## src/rfi_params.svh

```systemverilog
`ifndef RFI_PARAMS_SVH
`define RFI_PARAMS_SVH
// Register offsets
`define RFI_POWER_RAMP_OFS   8'h07
`define RFI_RUN_RAMP_OFS     8'h08
`define RFI_IRQ_FLAGS_OFS    8'h09
`define RFI_IRQ_MASK_OFS     8'h0A
`define RFI_FAULT_TEST_OFS   8'h0B
// Reset values
`define RFI_POWER_RAMP_RST   8'h00
`define RFI_RUN_RAMP_RST     8'h00
`define RFI_IRQ_FLAGS_RST    3'h0
`define RFI_IRQ_MASK_RST     8'h00
`define RFI_FAULT_TEST_RST   8'h00
// Field positions
`define RFI_RAMP_HI_MSB      5
`define RFI_RAMP_HI_LSB      3
`define RFI_RAMP_LO_MSB      2
`define RFI_RAMP_LO_LSB      0
`define RFI_OCP_BIT          2
`define RFI_OVP_BIT          1
`define RFI_TSD_BIT          0
`define RFI_GLOBAL_BIT       7
`define RFI_SHORT_EN_BIT     2
`define RFI_OVP_TEST_EN_BIT  0
`define RFI_OVP_SEEN_BIT     1
`define RFI_S1_SHORT_BIT     3
`define RFI_S2_SHORT_BIT     4
`define RFI_OPEN_BIT         5
// Ramp timing: code 0 start-up 4 ms, fast transition 0.5 ms (in us), code 1 is 261 ms (in us)
`define RFI_CLK_MHZ          40
`define RFI_START_FAST_US    4000
`define RFI_SHORT_FAST_US    500
`define RFI_STEP_BASE_US     261000
`define RFI_START_FAST_CYC   (`RFI_START_FAST_US * `RFI_CLK_MHZ)
`define RFI_SHORT_FAST_CYC   (`RFI_SHORT_FAST_US * `RFI_CLK_MHZ)
`define RFI_STEP_BASE_CYC    (`RFI_STEP_BASE_US * `RFI_CLK_MHZ)
`endif

```

## src/rfi_pkg.sv

```systemverilog
package rfi_pkg;
  typedef logic [7:0] rfi_byte_type;
  typedef logic [2:0] rfi_code_type;
  typedef logic [31:0] rfi_cnt_type;
  typedef enum logic [1:0] {
    RFI_IDLE  = 2'b00,
    RFI_UP    = 2'b01,
    RFI_DOWN  = 2'b10
  } rfi_ramp_type;
endpackage : rfi_pkg

```

## src/rfi_ramp_fault_regs.sv

```systemverilog
`timescale 1ns/1ps
`default_nettype none
`include "rfi_params.svh"
module rfi_ramp_fault_regs (
  input  wire logic                  sys_clk,          // 40 MHz system clock
  input  wire logic                  sys_rst,          // Sync reset, high
  input  wire rfi_pkg::rfi_byte_type regAddr,          // Register offset from serial bus
  input  wire rfi_pkg::rfi_byte_type regWdata,         // Write data
  input  wire logic                  regWr,            // Write strobe, one cycle
  input  wire logic                  regRd,            // Read strobe, one cycle
  output rfi_pkg::rfi_byte_type      regRdata,         // Read data, registered
  input  wire logic                  sleepStatus,      // Device reports sleep mode
  input  wire logic                  ledEnable,        // LED on request level
  input  wire logic                  brightUp,         // Pulse: brightness raised
  input  wire logic                  brightDown,       // Pulse: brightness lowered
  input  wire logic                  overcurrentCond,  // Overcurrent level
  input  wire logic                  overvoltageCond,  // Overvoltage level
  input  wire logic                  thermalCond,      // Thermal shutdown level
  input  wire logic                  openDetect,       // Open string level
  input  wire logic                  s1ShortDetect,    // String 1 short level
  input  wire logic                  s2ShortDetect,    // String 2 short level
  input  wire logic                  mfgOvDetect,      // Overvoltage during mfg test
  output logic                       shortTestRun,     // Short test enabled
  output logic                       mfgOvTestRun,     // Overvoltage test enabled
  output logic                       powerRampBusy,    // On/off ramp active
  output logic                       runRampBusy,      // Run ramp active
  output logic                       fault_irq_n       // Interrupt pin, active low
);
  import rfi_pkg::*;

  // Reset images; each field except the flags is cut from its register's image
  localparam rfi_byte_type PowerRst = `RFI_POWER_RAMP_RST;
  localparam rfi_byte_type RunRst   = `RFI_RUN_RAMP_RST;
  localparam rfi_byte_type MaskRst  = `RFI_IRQ_MASK_RST;
  localparam rfi_byte_type TestRst  = `RFI_FAULT_TEST_RST;
  localparam logic [2:0]   FlagRst  = `RFI_IRQ_FLAGS_RST;

  rfi_code_type powerStart_ff;   // Start-up ramp code
  rfi_code_type powerShut_ff;    // Shutdown ramp code
  rfi_code_type runUp_ff;        // Ramp-up code
  rfi_code_type runDown_ff;      // Ramp-down code
  logic [2:0]   irqFlags_ff;     // Latched fault flags
  logic [2:0]   nxt_irqFlags;
  logic [2:0]   srcEn_ff;        // Per-source enables
  logic         globalEn_ff;     // Master enable
  logic         shortEn_ff;
  logic         ovTestEn_ff;
  logic [3:0]   resultSeen_ff;   // Open, string 2, string 1, mfg overvoltage
  logic [3:0]   nxt_resultSeen;
  logic [3:0]   resultDetect;
  logic [3:0]   resultGate;
  logic [3:0]   resultWr;
  logic         ledEnable_ff;
  rfi_byte_type regRdata_ff;
  rfi_byte_type nxt_regRdata;
  logic [2:0]   faultCond;
  logic [2:0]   flagSet;
  logic         flagClr;
  logic         wrPower;
  logic         wrRun;
  logic         wrMask;
  logic         wrTest;

  assign wrPower = regWr && (regAddr == `RFI_POWER_RAMP_OFS);
  assign wrRun   = regWr && (regAddr == `RFI_RUN_RAMP_OFS);
  assign wrMask  = regWr && (regAddr == `RFI_IRQ_MASK_OFS);
  assign wrTest  = regWr && (regAddr == `RFI_FAULT_TEST_OFS);

  // Ramp code registers; bits 7:6 not stored so read zero
  always_ff @(posedge sys_clk) begin
    if (sys_rst) begin
      powerStart_ff <= PowerRst[`RFI_RAMP_HI_MSB:`RFI_RAMP_HI_LSB];
      powerShut_ff  <= PowerRst[`RFI_RAMP_LO_MSB:`RFI_RAMP_LO_LSB];
      runUp_ff      <= RunRst[`RFI_RAMP_HI_MSB:`RFI_RAMP_HI_LSB];
      runDown_ff    <= RunRst[`RFI_RAMP_LO_MSB:`RFI_RAMP_LO_LSB];
    end else begin
      if (wrPower) begin
        powerStart_ff <= regWdata[`RFI_RAMP_HI_MSB:`RFI_RAMP_HI_LSB];
        powerShut_ff  <= regWdata[`RFI_RAMP_LO_MSB:`RFI_RAMP_LO_LSB];
      end
      if (wrRun) begin
        runUp_ff   <= regWdata[`RFI_RAMP_HI_MSB:`RFI_RAMP_HI_LSB];
        runDown_ff <= regWdata[`RFI_RAMP_LO_MSB:`RFI_RAMP_LO_LSB];
      end
    end
  end

  // Enable register; bits 6:3 have no storage
  always_ff @(posedge sys_clk) begin
    if (sys_rst) begin
      globalEn_ff <= MaskRst[`RFI_GLOBAL_BIT];
      srcEn_ff    <= MaskRst[`RFI_OCP_BIT:`RFI_TSD_BIT];
    end else if (wrMask) begin
      globalEn_ff <= regWdata[`RFI_GLOBAL_BIT];
      srcEn_ff    <= regWdata[`RFI_OCP_BIT:`RFI_TSD_BIT];
    end
  end

  // Fault sources gated by both enables
  assign faultCond = {overcurrentCond, overvoltageCond, thermalCond};
  assign flagSet   = faultCond & srcEn_ff & {3{globalEn_ff}};
  // Sleep blocks the clear; hosts mask sources beforehand
  assign flagClr   = regRd && (regAddr == `RFI_IRQ_FLAGS_OFS) && !sleepStatus;

  // Per-source flag; set beats clear so a lingering fault reasserts at once
  for (genvar i = 0; i < 3; i++) begin : g_flag
    assign nxt_irqFlags[i] = (irqFlags_ff[i] & ~flagClr) | flagSet[i];
  end

  // Flag register
  always_ff @(posedge sys_clk) begin
    if (sys_rst) begin
      irqFlags_ff <= FlagRst;
    end else begin
      irqFlags_ff <= nxt_irqFlags;
    end
  end

  // Manufacturing test controls
  always_ff @(posedge sys_clk) begin
    if (sys_rst) begin
      shortEn_ff  <= TestRst[`RFI_SHORT_EN_BIT];
      ovTestEn_ff <= TestRst[`RFI_OVP_TEST_EN_BIT];
    end else if (wrTest) begin
      shortEn_ff  <= regWdata[`RFI_SHORT_EN_BIT];
      ovTestEn_ff <= regWdata[`RFI_OVP_TEST_EN_BIT];
    end
  end

  // Sticky results: host may write them, a detection in the same cycle wins
  assign resultDetect = {openDetect, s2ShortDetect, s1ShortDetect, mfgOvDetect};
  assign resultGate   = {{3{shortEn_ff}}, ovTestEn_ff};
  assign resultWr     = {regWdata[`RFI_OPEN_BIT], regWdata[`RFI_S2_SHORT_BIT],
                         regWdata[`RFI_S1_SHORT_BIT], regWdata[`RFI_OVP_SEEN_BIT]};
  for (genvar i = 0; i < 4; i++) begin : g_result
    assign nxt_resultSeen[i] = (wrTest ? resultWr[i] : resultSeen_ff[i]) | (resultGate[i] & resultDetect[i]);
  end

  // Result register
  always_ff @(posedge sys_clk) begin
    if (sys_rst) begin
      resultSeen_ff <= {TestRst[`RFI_OPEN_BIT], TestRst[`RFI_S2_SHORT_BIT],
                        TestRst[`RFI_S1_SHORT_BIT], TestRst[`RFI_OVP_SEEN_BIT]};
    end else begin
      resultSeen_ff <= nxt_resultSeen;
    end
  end

  // Read mux, unmapped offsets read zero; last value stands until the next read
  always_comb begin
    nxt_regRdata = regRdata_ff;
    if (regRd) begin
      unique case (regAddr)
        `RFI_POWER_RAMP_OFS: nxt_regRdata = {2'b00, powerStart_ff, powerShut_ff};
        `RFI_RUN_RAMP_OFS:   nxt_regRdata = {2'b00, runUp_ff, runDown_ff};
        `RFI_IRQ_FLAGS_OFS:  nxt_regRdata = {5'h00, irqFlags_ff};
        `RFI_IRQ_MASK_OFS:   nxt_regRdata = {globalEn_ff, 4'h0, srcEn_ff};
        `RFI_FAULT_TEST_OFS: nxt_regRdata = {2'b00, resultSeen_ff[3:1], shortEn_ff,
                                             resultSeen_ff[0], ovTestEn_ff};
        default:             nxt_regRdata = 8'h00;
      endcase
    end
  end

  // Read data register
  always_ff @(posedge sys_clk) begin
    if (sys_rst) begin
      regRdata_ff <= 8'h00;
    end else begin
      regRdata_ff <= nxt_regRdata;
    end
  end
  assign regRdata = regRdata_ff;

  // Ramp triggers: level edge of ledEnable, brightness pulses
  always_ff @(posedge sys_clk) begin
    if (sys_rst) begin
      ledEnable_ff <= 1'b0;
    end else begin
      ledEnable_ff <= ledEnable;
    end
  end

  logic powerEdge, powerOn, runReq, runIsUp;
  assign powerEdge = ledEnable ^ ledEnable_ff;
  assign powerOn   = ledEnable;
  assign runReq    = brightUp | brightDown;
  assign runIsUp   = brightUp;

  // One timer per ramp group; start-up code 0 uses the 4 ms form
  rfi_ramp_timer uPowerTimer (
    .sys_clk  (sys_clk),
    .sys_rst  (sys_rst),
    .startReq (powerEdge),
    .fastLong (powerOn),
    .code     (powerOn ? powerStart_ff : powerShut_ff),
    .busy     (powerRampBusy)
  );

  rfi_ramp_timer uRunTimer (
    .sys_clk  (sys_clk),
    .sys_rst  (sys_rst),
    .startReq (runReq),
    .fastLong (1'b0),
    .code     (runIsUp ? runUp_ff : runDown_ff),
    .busy     (runRampBusy)
  );

  assign shortTestRun = shortEn_ff;
  assign mfgOvTestRun = ovTestEn_ff;
  // Pin low while any flag holds; flags already gated by enables
  assign fault_irq_n  = ~(|irqFlags_ff);
endmodule : rfi_ramp_fault_regs
`default_nettype wire

```

## src/rfi_ramp_timer.sv

```systemverilog
`timescale 1ns/1ps
`default_nettype none
`include "rfi_params.svh"
module rfi_ramp_timer (
  input  wire logic                  sys_clk,   // System clock
  input  wire logic                  sys_rst,   // Sync reset, high
  input  wire logic                  startReq,  // Pulse: begin a ramp
  input  wire logic                  fastLong,  // Code 0 uses the 4 ms form
  input  wire rfi_pkg::rfi_code_type code,      // Ramp duration code
  output logic                       busy       // Ramp in progress
);
  import rfi_pkg::*;

  rfi_cnt_type cnt_ff;
  rfi_cnt_type loadVal;

  // Code 0 is fast; others double from the 261 ms base
  always_comb begin
    if (code == 3'h0) begin
      loadVal = fastLong ? 32'(`RFI_START_FAST_CYC) : 32'(`RFI_SHORT_FAST_CYC);
    end else begin
      loadVal = 32'(`RFI_STEP_BASE_CYC) << (code - 3'h1);
    end
  end

  // Down counter; a new request restarts the ramp
  always_ff @(posedge sys_clk) begin
    if (sys_rst) begin
      cnt_ff <= 32'h0;
    end else if (startReq) begin
      cnt_ff <= loadVal;
    end else if (cnt_ff != 32'h0) begin
      cnt_ff <= cnt_ff - 32'h1;
    end
  end

  assign busy = (cnt_ff != 32'h0);
endmodule : rfi_ramp_timer
`default_nettype wire

```

## config.mk

```make
export PLATFORM = sky130hd
export DESIGN_NAME = rfi_ramp_fault_regs
export DESIGN_NICKNAME = d
export VERILOG_FILES = /design/src/rfi_pkg.sv /design/src/rfi_ramp_fault_regs.sv /design/src/rfi_ramp_timer.sv
export VERILOG_INCLUDE_DIRS = /design/src /design/src/src
export SDC_FILE = /design/constraint.sdc
export NUM_CORES = 1
export LEC_CHECK = 0
export BUFFER_PORTS_ARGS = -buffer_cell sky130_fd_sc_hd__buf_2
export CELL_PAD_IN_SITES_DETAIL_PLACEMENT = 1
export CELL_PAD_IN_SITES_GLOBAL_PLACEMENT = 2
export CORE_ASPECT_RATIO = 0.75
export CORE_MARGIN = 1.5
export CORE_UTILIZATION = 38
export CTS_CLUSTER_SIZE = 30
export DETAILED_ROUTE_END_ITERATION = 10
export GPL_TIMING_DRIVEN = 0
export PLACE_DENSITY_LB_ADDON = 0.08
export SYNTH_ARGS = -nofsm -noshare
export SYNTH_HDL_FRONTEND = slang
export SYNTH_SLANG_ARGS = --single-unit
```

## constraint.sdc

```tcl
create_clock -name sys_clk -period 6 [get_ports sys_clk]
set_input_delay 0.6 -clock sys_clk [delete_from_list [all_inputs] [get_ports sys_clk]]
set_output_delay 0.6 -clock sys_clk [all_outputs]
set_load 0.01 [all_outputs]
```

==> impl_results.md <==
- R2R Path End: uPowerTimer.cnt_ff[26]$_SDFFE_PP0P_
- Reg2reg path depth: 7
- Fin crit share: around three fifths
- Hold_sp: regRdata[7]$_SDFFE_PP0P_
- First-pass GRT wire length: roughly 32 mm
- Synth Warn #: 0
- Seq/Total Area, Yosys: 33.8%
- Post-synth top area share: around a third
- Vias: 5,916
- Reg clk slew, reported paths: 60 ps
- Post-Synth Simple-Gate Area: 27.5%
- Netlist cell types: between 60 and 70
- Cell with the most instances after synthesis: dfxtp_1
- Post-DR wirelength/cell: 20.8 µm
- Total CTS buffers: 9
- Mapped cell area: 5750 µm²
- DR vias/cell: a little over 6
- Hold/Removal Path Class: reg -> reg
- Post-DP HPWL: 15.1 mm
- Mapped Avg Cell Area: 8.02 µm²
- Critical R2R Launch: uPowerTimer.cnt_ff[6]$_SDFFE_PP0P_
- Seq cells post-synth: 97
- Worst EP required: 5400 ps
- # IOs: 44
- Hold buffer count at CTS: 0
- Power density over cell area: around 260 nW/µm²
- # clock sinks: 97
- Die W: 145 µm
- Period minus WS final: 3670 ps
- # setup viols final: 0
- Vias in the first global route: approximately 5,800
- Critical path type: reg -> out
- Run status: finished, final reports clean
- Fraction of registers with async set/reset: 0%
- Buffers on Ports: 38
- Syn nets: 765
- Post-synthesis compound-gate area fraction: roughly a fifth
- Total Die Area: 15,900 µm²
- EDFF count, synth: 0
- Setup Skew: 5.47 ps
- Xor-xnor portion of the synthesized cell area: 4.57%
- Synth area leaders: dfxtp_1, a21oi_1, nand2_1, mux2i_1, nor2_1
- Crit-path max FO: 10
- ANT cells: 0
- Final Instance Count excl. Fillers: 970
- Largest net degree at the start of global routing: 15
- Slew Limit Fails: 0
- H-tree levels: 3
- RePlAce Congestion: 0.853
- CTS Buffer Depth: 2
- Initial antenna violation count: 0
- RSZ-0062 raised after global routing: false
- Starting Density: 39.3%
- Postcts setup bufs: 0
- Arrival @ worst endpoint: 3070 ps
- Leak: 2.41 nW
- Site row count: 38
- Max frequency: around 270 MHz
- Top post-synthesis cells by count: dfxtp_1, nand2_1, a21oi_1, nor2_1, nor4_1
- CP Launch Type: register
- Hold Path End: regRdata[7]$_SDFFE_PP0P_
- CP endpoint kind: output pin
- Core area: 14,600 µm²
- Max-Slew Margin vs Limit: 26.1%
- Total GRT Usage: between 20% and 30%
- Layout cells sized above 1: 9.35%
- Area growth syn-to-layout: 13.2%
- Overflow after GRT: 0
- Endpoints failing hold: 0
- Root Driver: clkbuf_16
- Setup_tns: 0 ps
- Latest clock arrival within the worst-skew pair: 360 ps
- Die H: approximately 110 µm
- Placed cells: 955
- Main combinational cell family by area after synthesis: simple AND/OR/NAND/NOR gates
- Least-Margin Pin Slew: roughly 1100 ps
- Max-Cap Viols: 0
- Initial DRT Pass Iterations: 5
- Routed wire length: 20.2 mm
- Worst IR Drop VDD: between 0.1 and 0.15 mV
- Routed Antenna Nets: 0
- R2r setup slk: roughly 2700 ps
- DRC Markers: 0
- Cell count after synthesis: 717
- Multiplexer share of the synthesized area: 5.33%
- Post-Synth Adder-Cell Area: around 3.8%
- CTS resizes: 0
- Critical path origin: uRunTimer.cnt_ff[16]$_SDFFE_PP0P_
- Hold Path Stages: 2
- Synth area leader: dfxtp_1
- Initial drt markers: 520
- CTS tree: done
- Layout net count: 814
- Ys flop type: dfxtp_1
metrics by stage:
step | setup WS [ps] | hold slack [ps] | cell area, µm² | power, mW | utilization, %
6_report | 2330 | 469 | 6510 | 1.69 | 44.5
5_1_grt | 2160 | 487 | 6510 | 1.76 | 44.5
3_3_place_gp | 2500 | 447 | 6190 | 1.05 | 42.3
2_1_floorplan | 3120 | 436 | 5750 | 0.948 | -
4_1_cts | 2370 | 474 | 6500 | 1.69 | 44.4
3_5_place_dp | 2440 | 455 | 6190 | 1.06 | 42.3
cells by family after synthesis:
| group | Yosys count |
|---|---|
| xor+xnor | 30 |
| buf+inv | 56 |
| mux | 30 |
| fa+ha+maj | 17 |
| other cells | 1 |
| simple gates | 300 |
| flops | 97 |
| compound gates | 186 |
critical path: stages, from the launching register on:
cell	delay [ps]
dfxtp_1	360
nor4_1	830
nand4_1	290
nor3_1	290
buf_2	330
clkinv_1	350
buf_2	250
cell usage in the layout, fill, tap and decap left out, types with 16 or more instances in the layout:
cell and n:
a211oi_1 24, buf_2 40, dfxtp_1 97, a21oi_1 66, nor2_1 59, nand3_1 26
nor4_1 31, nor3_1 23, mux2i_1 25, o21ai_0 27, ha_1 16, nand2_1 68
clkbuf_1 33
report_power, final:
part	internal, mW	leakage [nW]	switching [mW]
combinational	0.122	1.46	0.224
sequential	0.673	0.790	0.0362
clock	0.374	0.153	0.259
worst max-delay path by stage:
stage                                              to  slack [ps]  cells after the start
finish                                    runRampBusy        2330                      6
global placement    uRunTimer.cnt_ff[25]$_SDFFE_PP0P_        2500                      9
detailed placement  uRunTimer.cnt_ff[25]$_SDFFE_PP0P_        2440                      9
CTS                                       runRampBusy        2370                      8
floorplan           uRunTimer.cnt_ff[22]$_SDFFE_PP0P_        3120                      9
global route                              runRampBusy        2160                      8
layout make-up:
class | instances | area [µm²]
fill | 1843 | 8130
clock buffer | 12 | 246
clock inverter | 3 | 65.1
timing repair buffer | 38 | 190
inverter | 17 | 63.8
sequential | 97 | 1940
tap | 200 | 250
buffer | 39 | 160
multi-input combinational | 564 | 3590
registers in the layout, summed over array words and instances, names as in the netlist, 3 cells and up:
signal and count:
uRunTimer.cnt_ff 32, powerStart_ff 3, powerShut_ff 3, regRdata 7
runDown_ff 3, uPowerTimer.cnt_ff 32, runUp_ff 3, srcEn_ff 3
resultSeen_ff 4, irqFlags_ff 3
metal layers:
metal  part of all wire [%]  global-route usage, %
met3                    5.9                   5.19
met4                    1.3                   6.92
met5                      0                      0
met1                     51                   36.9
met2                     42                   39.5
Power figures use the tool's default switching activity.
